--- src/design/dms_pkg.sv ---
package dms_pkg;
	// register byte offsets
	localparam logic [7:0] OFS_MODE   = 8'h00;
	localparam logic [7:0] OFS_PAGE   = 8'h04;
	localparam logic [7:0] OFS_CTRL   = 8'h08;
	localparam logic [7:0] OFS_STATUS = 8'h0C;
	localparam logic [7:0] OFS_RDATA  = 8'h10;
	// mode register fields and reset value
	localparam int         MODE_DDR_BIT = 0;
	localparam int         MODE_DIR_BIT = 1;
	localparam logic [1:0] MODE_RST     = 2'h0;
	localparam logic [3:0] PAGE_RST     = 4'h0;
	// control fields
	localparam int CTRL_TRST_BIT = 0;
	localparam int CTRL_BPAR_BIT = 1;
	// status fields
	localparam int ST_BUSY_BIT  = 0;
	localparam int ST_DENY_BIT  = 1;
	localparam int ST_UNMAP_BIT = 2;
	localparam int ST_BOOT_BIT  = 3;
	localparam int ST_EXT_BIT   = 4;
	localparam int ST_DATA_BIT  = 5;
	// boot window in program space
	localparam logic [15:0] BOOT_LO = 16'hF800;
	localparam logic [15:0] BOOT_HI = 16'hFFFF;
	// link frame layout, first bit shifted lands in bit 0
	localparam int FRAME_BITS = 50;
	localparam int FR_WDATA   = 32;
	localparam int FR_SPACE   = 48;
	localparam int FR_WRITE   = 49;
	// extended address digits
	localparam int DIG_PAGE = 24;
	localparam int DIG_EXT  = 20;
	localparam int DIG_SPC  = 16;
	typedef enum logic [1:0] {
		DMS_IDLE = 2'b00,
		DMS_WAIT = 2'b01,
		DMS_DONE = 2'b11
	} dms_state_t;
endpackage

--- src/design/dms_mem_sel.sv ---
`timescale 1ns/1ps
module dms_mem_sel
	import dms_pkg::*;
(
	input  wire logic        space_data_i, // 1 data space, 0 program space
	input  wire logic [15:0] offset_i,     // 16-bit offset
	input  wire logic [1:0]  mode_i,       // mode register disable bits
	input  wire logic        boot_strap_i, // synchronised boot-window strap
	output logic             sel_int_o,    // internal memory port
	output logic             sel_ext_o     // external memory port
);
	logic in_boot;
	logic ext;

	always_comb begin
		in_boot = !space_data_i && (offset_i >= BOOT_LO) && (offset_i <= BOOT_HI);
		if (space_data_i) begin
			ext = mode_i[MODE_DDR_BIT];
		end else if (in_boot) begin
			// a set mode bit still disables internal memory inside the window
			ext = !boot_strap_i || (mode_i != MODE_RST);
		end else begin
			ext = mode_i[MODE_DIR_BIT];
		end
		sel_ext_o = ext;
		sel_int_o = !ext;
	end
endmodule

--- src/design/dms_debug_mem_top.sv ---
`timescale 1ns/1ps
// What this block does
// - large core: mode bits 0/1 send data/program external
// - small core uses 16-bit internal offsets
// - two program, two data memories, shared offsets
// - small core: address digit 6 carries external page
// - large core, strap on, mode zero: boot window internal
// - large core, strap off: boot window always external
// - mode register resets to zero
// - small core denies access while running
// - large core runs via emulation bus master
// - target reset clears on-chip breakpoints
module dms_debug_mem_top
	import dms_pkg::*;
#(
	parameter bit LARGE_CORE = 1'b1
)(
	input  wire logic        ref_clk_i,      // 20 MHz clock
	input  wire logic        rst_b_i,        // async reset, active low
	input  wire logic        psel_i,         // apb select
	input  wire logic        penable_i,      // apb enable
	input  wire logic        pwrite_i,       // apb direction
	input  wire logic [7:0]  paddr_i,        // apb byte address
	input  wire logic [31:0] pwdata_i,       // apb write data
	output logic      [31:0] prdata_o,       // apb read data
	output logic             pready_o,       // apb ready
	output logic             pslverr_o,      // apb error, unmapped offset
	input  wire logic        tck_i,          // test clock pin
	input  wire logic        tdi_i,          // test data in pin
	input  wire logic        tsel_i,         // frame select pin, high in frame
	output logic             tdo_o,          // test data out
	input  wire logic        iboot_i,        // boot-window strap pin
	input  wire logic        core_running_i, // core executing
	output logic             mem_req_o,      // memory request
	output logic             mem_we_o,       // memory write
	output logic             mem_ext_o,      // 1 external, 0 internal
	output logic             mem_data_o,     // 1 data, 0 program
	output logic             mem_emu_o,      // run-time emulation bus access
	output logic      [3:0]  mem_page_o,     // external page
	output logic      [15:0] mem_addr_o,     // 16-bit offset
	output logic      [15:0] mem_wdata_o,    // write data
	input  wire logic [15:0] mem_rdata_i,    // read data
	input  wire logic        mem_ack_i,      // memory done
	output logic             tgt_reset_o,    // target reset request
	output logic             bp_arm_o        // on-chip breakpoints armed
);
	logic [1:0] rst_sync;
	logic       rst_n;
	// reset release
	always_ff @(posedge ref_clk_i or negedge rst_b_i) begin
		if (!rst_b_i) begin
			rst_sync <= 2'b00;
		end else begin
			rst_sync <= {rst_sync[0], 1'b1};
		end
	end
	assign rst_n = rst_sync[1];

	// pin synchronisers, third stage only for edge detection
	logic [2:0] tck_s;
	logic [2:0] tsel_s;
	logic [1:0] tdi_s;
	logic [1:0] boot_s;
	always_ff @(posedge ref_clk_i or negedge rst_n) begin
		if (!rst_n) begin
			tck_s  <= 3'b000;
			tsel_s <= 3'b000;
			tdi_s  <= 2'b00;
			boot_s <= 2'b00;
		end else begin
			tck_s  <= {tck_s[1:0], tck_i};
			tsel_s <= {tsel_s[1:0], tsel_i};
			tdi_s  <= {tdi_s[0], tdi_i};
			boot_s <= {boot_s[0], iboot_i};
		end
	end
	logic tck_rise, tck_fall, in_frame, frame_end;
	assign tck_rise  = tck_s[1] && !tck_s[2];
	assign tck_fall  = !tck_s[1] && tck_s[2];
	assign in_frame  = tsel_s[1];
	assign frame_end = !tsel_s[1] && tsel_s[2];

	// link shift registers
	logic [FRAME_BITS-1:0] sh, next_sh;
	logic [5:0]            cnt, next_cnt;
	logic [15:0]           osh, next_osh;
	logic                  tdo, next_tdo;
	logic [15:0]           rdata_q, next_rdata;
	logic                  frame_ok;
	always_comb begin
		next_sh  = sh;
		next_cnt = cnt;
		next_osh = osh;
		if (!in_frame) begin
			next_cnt = 6'd0;
			next_osh = rdata_q;
		end else begin
			if (tck_rise) begin
				next_sh = {tdi_s[1], sh[FRAME_BITS-1:1]};
				if (cnt != 6'd63) begin
					next_cnt = cnt + 6'd1;
				end
			end
			if (tck_fall) begin
				next_osh = {1'b0, osh[15:1]};
			end
		end
		next_tdo = next_osh[0];
	end
	always_ff @(posedge ref_clk_i or negedge rst_n) begin
		if (!rst_n) begin
			sh  <= '0;
			cnt <= 6'd0;
			osh <= 16'h0000;
			tdo <= 1'b0;
		end else begin
			sh  <= next_sh;
			cnt <= next_cnt;
			osh <= next_osh;
			tdo <= next_tdo;
		end
	end
	assign tdo_o    = tdo;
	assign frame_ok = frame_end && (cnt == 6'(FRAME_BITS));

	// registers written by software
	logic [1:0] mode_q, next_mode;
	logic [3:0] page_q, next_page;
	logic       trst_q, next_trst;
	logic       bpar_q, next_bpar;
	logic       deny_q, next_deny;
	logic       unmap_q, next_unmap;
	logic [31:0] prdata, next_prdata;
	logic       perr, next_perr;
	logic       apb_wr, apb_setup, addr_ok;
	logic       set_deny, set_unmap;
	dms_state_t st, next_st;

	assign apb_setup = psel_i && !penable_i;
	assign apb_wr    = psel_i && penable_i && pwrite_i;
	assign addr_ok   = (paddr_i == OFS_MODE) || (paddr_i == OFS_PAGE) || (paddr_i == OFS_CTRL)
		|| (paddr_i == OFS_STATUS) || (paddr_i == OFS_RDATA);

	always_comb begin
		next_mode   = mode_q;
		next_page   = page_q;
		next_trst   = trst_q;
		next_bpar   = bpar_q;
		next_deny   = deny_q;
		next_unmap  = unmap_q;
		next_prdata = prdata;
		next_perr   = perr;
		if (apb_wr) begin
			case (paddr_i)
				OFS_MODE: next_mode = pwdata_i[1:0];
				OFS_PAGE: next_page = pwdata_i[3:0];
				OFS_CTRL: begin
					next_trst = pwdata_i[CTRL_TRST_BIT];
					next_bpar = pwdata_i[CTRL_BPAR_BIT];
				end
				OFS_STATUS: begin
					if (pwdata_i[ST_DENY_BIT]) next_deny = 1'b0;
					if (pwdata_i[ST_UNMAP_BIT]) next_unmap = 1'b0;
				end
				default: ;
			endcase
		end
		// hardware set wins over the write-one clear
		if (set_deny) next_deny = 1'b1;
		if (set_unmap) next_unmap = 1'b1;
		// a held target reset keeps breakpoints disarmed
		if (next_trst) next_bpar = 1'b0;
		if (apb_setup) begin
			next_perr = !addr_ok;
			case (paddr_i)
				OFS_MODE:   next_prdata = {30'h0, mode_q};
				OFS_PAGE:   next_prdata = {28'h0, page_q};
				OFS_CTRL:   next_prdata = {30'h0, bpar_q, trst_q};
				OFS_STATUS: next_prdata = {26'h0, mem_data_o, mem_ext_o, boot_s[1],
					unmap_q, deny_q, (st != DMS_IDLE)};
				OFS_RDATA:  next_prdata = {16'h0, rdata_q};
				default:    next_prdata = 32'h0000_0000;
			endcase
		end
	end
	always_ff @(posedge ref_clk_i or negedge rst_n) begin
		if (!rst_n) begin
			mode_q  <= MODE_RST;
			page_q  <= PAGE_RST;
			trst_q  <= 1'b0;
			bpar_q  <= 1'b0;
			deny_q  <= 1'b0;
			unmap_q <= 1'b0;
			prdata  <= 32'h0000_0000;
			perr    <= 1'b0;
		end else begin
			mode_q  <= next_mode;
			page_q  <= next_page;
			trst_q  <= next_trst;
			bpar_q  <= next_bpar;
			deny_q  <= next_deny;
			unmap_q <= next_unmap;
			prdata  <= next_prdata;
			perr    <= next_perr;
		end
	end
	assign prdata_o    = prdata;
	assign pready_o    = psel_i && penable_i;
	assign pslverr_o   = psel_i && penable_i && perr;
	assign tgt_reset_o = trst_q;
	assign bp_arm_o    = bpar_q;

	// frame decode
	logic [31:0] fr_addr;
	logic        dec_data, dec_ext, dec_unmap, sel_int, sel_ext;
	logic [3:0]  dec_page;
	assign fr_addr = sh[31:0];
	dms_mem_sel u_sel (
		.space_data_i (sh[FR_SPACE]),
		.offset_i     (fr_addr[15:0]),
		.mode_i       (mode_q),
		.boot_strap_i (boot_s[1]),
		.sel_int_o    (sel_int),
		.sel_ext_o    (sel_ext)
	);
	always_comb begin
		if (LARGE_CORE) begin
			dec_data  = sh[FR_SPACE];
			dec_ext   = sel_ext && !sel_int;
			dec_page  = page_q;
			dec_unmap = 1'b0;
		end else begin
			// digit 7 is ignored, digits 5 and 4 take only their legal codes
			dec_page  = fr_addr[DIG_PAGE+:4];
			dec_ext   = fr_addr[DIG_EXT];
			dec_data  = fr_addr[DIG_SPC+1];
			dec_unmap = (fr_addr[DIG_EXT+1+:3] != 3'h0) || (fr_addr[DIG_SPC+2+:2] != 2'h0)
				|| fr_addr[DIG_SPC];
		end
	end

	// access sequencer
	logic        req, next_req, we, next_we, ext, next_ext, dat, next_dat, emu, next_emu;
	logic [3:0]  page, next_pg;
	logic [15:0] addr, next_addr, wdat, next_wdat;
	always_comb begin
		next_st    = st;
		next_req   = req;
		next_we    = we;
		next_ext   = ext;
		next_dat   = dat;
		next_emu   = emu;
		next_pg    = page;
		next_addr  = addr;
		next_wdat  = wdat;
		next_rdata = rdata_q;
		set_deny   = 1'b0;
		set_unmap  = 1'b0;
		case (st)
			DMS_IDLE: begin
				if (frame_ok) begin
					if (dec_unmap) begin
						set_unmap = 1'b1;
					end else if (core_running_i && !LARGE_CORE) begin
						set_deny = 1'b1;
					end else begin
						next_st   = DMS_WAIT;
						next_req  = 1'b1;
						next_we   = sh[FR_WRITE];
						next_ext  = dec_ext;
						next_dat  = dec_data;
						next_emu  = core_running_i;
						next_pg   = dec_page;
						next_addr = fr_addr[15:0];
						next_wdat = sh[FR_WDATA+:16];
					end
				end
			end
			DMS_WAIT: begin
				if (mem_ack_i) begin
					next_st  = DMS_DONE;
					next_req = 1'b0;
					if (!we) next_rdata = mem_rdata_i;
				end
			end
			DMS_DONE: next_st = DMS_IDLE;
			default:  next_st = DMS_IDLE;
		endcase
	end
	always_ff @(posedge ref_clk_i or negedge rst_n) begin
		if (!rst_n) begin
			st      <= DMS_IDLE;
			req     <= 1'b0;
			we      <= 1'b0;
			ext     <= 1'b0;
			dat     <= 1'b0;
			emu     <= 1'b0;
			page    <= 4'h0;
			addr    <= 16'h0000;
			wdat    <= 16'h0000;
			rdata_q <= 16'h0000;
		end else begin
			st      <= next_st;
			req     <= next_req;
			we      <= next_we;
			ext     <= next_ext;
			dat     <= next_dat;
			emu     <= next_emu;
			page    <= next_pg;
			addr    <= next_addr;
			wdat    <= next_wdat;
			rdata_q <= next_rdata;
		end
	end
	assign mem_req_o   = req;
	assign mem_we_o    = we;
	assign mem_ext_o   = ext;
	assign mem_data_o  = dat;
	assign mem_emu_o   = emu;
	assign mem_page_o  = page;
	assign mem_addr_o  = addr;
	assign mem_wdata_o = wdat;
endmodule

--- config.mk ---
export PLATFORM = sky130hd
export DESIGN_NAME = dms_debug_mem_top
export DESIGN_NICKNAME = d
export VERILOG_FILES = /design/src/design/dms_pkg.sv /design/src/design/dms_mem_sel.sv /design/src/design/dms_debug_mem_top.sv
export SDC_FILE = /design/constraint.sdc
export NUM_CORES = 1
export LEC_CHECK = 0
export BUFFER_PORTS_ARGS = -buffer_cell sky130_fd_sc_hd__buf_2
export CAP_MARGIN = 20
export CORE_AREA = 2 2 216 112
export CTS_BUF_LIST = sky130_fd_sc_hd__clkbuf_16
export DETAILED_ROUTE_END_ITERATION = 8
export DIE_AREA = 0 0 218 114
export PLACE_DENSITY = 0.53
export SLEW_MARGIN = 10
export SYNTH_ARGS = -nofsm -noshare
export SYNTH_HDL_FRONTEND = slang
export SYNTH_SLANG_ARGS = --single-unit
--- constraint.sdc ---
create_clock -name ref_clk_i -period 7.65 [get_ports ref_clk_i]
set_clock_uncertainty 0.2 [all_clocks]
set_input_delay 1.1475 -clock ref_clk_i [delete_from_list [all_inputs] [get_ports ref_clk_i]]
set_output_delay 1.1475 -clock ref_clk_i [all_outputs]
set_load 0.02 [all_outputs]
==> qor.yml <==
antenna_found_initial: 0
seq_area_frac_synth_pct: 62.3
portBuffers: 100
synth_top_area_share_pct: 62.3
rsz0062_at_grt: "false"
min_period_over_period_pct: 38.3
grt_max_degree: 76
pwr_density_cell_nw_per_um2: 258
hold_buffers: 0
clockBufferDepth: 2
core-area_um2: 23200
ir_drop_uv: 118
async_flop_share_pct: 100
clkLatencyLatePin_ps: 450
drtIter0Drc: 184
ys_ff_latch: 168
status: "complete, no violations"
ys.flop_type: "dfrtp_1"
synthDistinctLibCells: 46
finalCriticalPeriod_ps: 2930
syn_inst: 497
io_pins: 145
slew_headroom_pct: 36.6
hold_class: "register to async pin"
start_util_pct: 29.0
fin_tns_setup_ps: 0
gr-usage-all-layers_pct: 12.6
worst_pin_slew_ps: 951
cp.required_ps: 6300
cts_tree: "done"
path_clk_slew_ps: 60
n_fill_cell: 2266
setup_ws_ps: 4720
fmax_mhz: 341
clockRootBuffer: "clkbuf_16"
arrival_ps: 1580
ant_nets: 0
nNetsFinal: 671
numCtsBuffers: 17
grt.overflow.total: 0
h-tree-depth: 4
first_pass_iters: 4
drc: 0
die_h_um: 114
worstReg2RegStart: "tsel_s[1]$_DFF_PN0_"
path_max_fanout: 5
die_area_um2: 24900
cts_resized: 0
synth_largest_area_cell: "dfrtp_1"
antenna_cells: 0
grt_pass1_wl_um: 23300
synthToLayoutAreaGrowth_pct: 21.2
yosys_warnings: 0
final_layout_size_suffix_gt1_share_pct: 42.1
finalWirelength_um: 14600
dp_hpwl_um: 10100
finalWeightedCongestion: 0.759
r2r-end: "mem_addr_o[2]$_DFFE_PN0P_"
wl_per_cell_um: 15.7
post_drt_via_cell_ratio: 4.42
die_w_um: 218
report.final.slew_viol_count: 0
rr_worst_depth: 6
hold_viol: 0
pre_cts_ws_ps: 4180
synth.most_common_cell: "dfrtp_1"
synth_edf_count: 0
clock_sinks: 168
vias: 4106
p_leak_nw: 4.18
avgSynthCellArea_um2: 13.6
yosys-top-cells-area: "dfrtp_1 (62%), mux2_2 (18%), mux2i_1 (2.4%), nand2_1 (1.9%), buf_4 (1.8%)"
synth_common_cells: "dfrtp_1 (168), mux2_2 (109), nand2_1 (35)"
setup_viol: 0
netlist_area_um2: 6740
cp-start-kind: "input port"
r2r_setup_slack_ps: 5150
max-cap-violations: 0
path_class: "input port to output pin"
cts_setup_buffers: 0
cp-end-kind: "output pin"
num_rows: 40
grt_pass1_vias: 4170
cell usage in the layout (no fill, tap or decap), drive strengths merged, types with 2 or more instances in the layout:
cell	count
nand3b	2
conb	17
buf	109
nor2b	3
a21oi	18
ha	2
nand2b	8
nor3b	2
a32oi	3
clkbuf	17
nand3	10
nand2	35
nor2	24
o22ai	2
a221oi	3
mux2i	16
and2	3
and3	5
clkinv	2
o21ai	8
bufinv	2
nor4	3
a21o	2
o31ai	2
clkinvlp	2
mux2	113
dfrtp	168
nand4	2
nor3	3
inv	17
critical path, stage by stage:
cell and delay, ps:
buf_2 120, and3_1 160, buf_2 150
power by group:
group          switching [mW]  internal (mW)
Combinational          0.0967         0.0888
Clock                   0.392          0.494
Sequential             0.0663          0.975
Total                   0.555           1.56
through the flow:
stage	cell area, µm²	hold slack [ps]	cells	util, %	power (mW)
after global placement	7540	114	895	32.5	1.24
final	8180	92.0	930	35.2	2.11
after floorplan	6800	131	512	-	1.18
after CTS	8140	132	927	35.1	2.15
after detailed placement	7540	126	895	32.5	1.25
after global routing	8180	153	930	35.2	2.22
how the worst max path moves through the flow:
stage | end | from | slack [ps] | depth (start not counted)
after floorplan | boot_s[0]$_DFF_PN0_ | rst_sync[1]$_DFF_PN0_ | 2420 | 0
after global placement | prdata_o[3]$_DFFE_PN0P_ | paddr_i[3] | 4220 | 5
after detailed placement | prdata_o[3]$_DFFE_PN0P_ | paddr_i[3] | 4180 | 5
after CTS | prdata_o[3]$_DFFE_PN0P_ | paddr_i[3] | 4670 | 5
after global routing | pslverr_o | penable_i | 4710 | 3
final | pslverr_o | penable_i | 4720 | 3
cell type report:
type                    instances  area, µm²  share of cell area (%)
clock buffers                  17        425                    5.20
clock inverters                15        178                    2.17
inverters                       8       30.0                   0.367
multi-input cells             298       2360                    28.9
flip-flops and latches        168       4210                    51.5
well taps                     315        394                    4.82
repair buffers                109        579                    7.08
cell families after synthesis:
kind of cell               count (synthesis)  share of synthesized area (%)
AOI/OAI and AO/OA                         44                           4.10
xor gates and xnor gates                   1                          0.130
adders and majority gates                  2                          0.371
buffers and inverters                     46                           3.58
DFF                                      168                           62.3
muxes                                    129                           21.3
other                                      2                          0.111
and+or+nand+nor                          105                           8.07
metal layers:
metal	up-vias	GRT usage (%)	share of wire, %
met5	-	0	0
met4	0	4.81	1.3
met3	13	5.17	5.4
met2	76	18.7	45
met1	2090	16.5	48
li1	1927	-	-
sequential cells by signal (all words and copies together), names as in the netlist, 2 cells and up:
name / cells
mem_addr_o: 16
rst_sync: 2
tsel_s: 3
prdata_o: 16
cnt: 6
dec_page: 4
sh: 50
st: 2
mem_wdata_o: 16
tck_s: 3
osh: 15
tdi_s: 2
boot_s: 2
mode_q: 2
mem_page_o: 4
rdata_q: 16
Power figures use the tool's default switching activity.
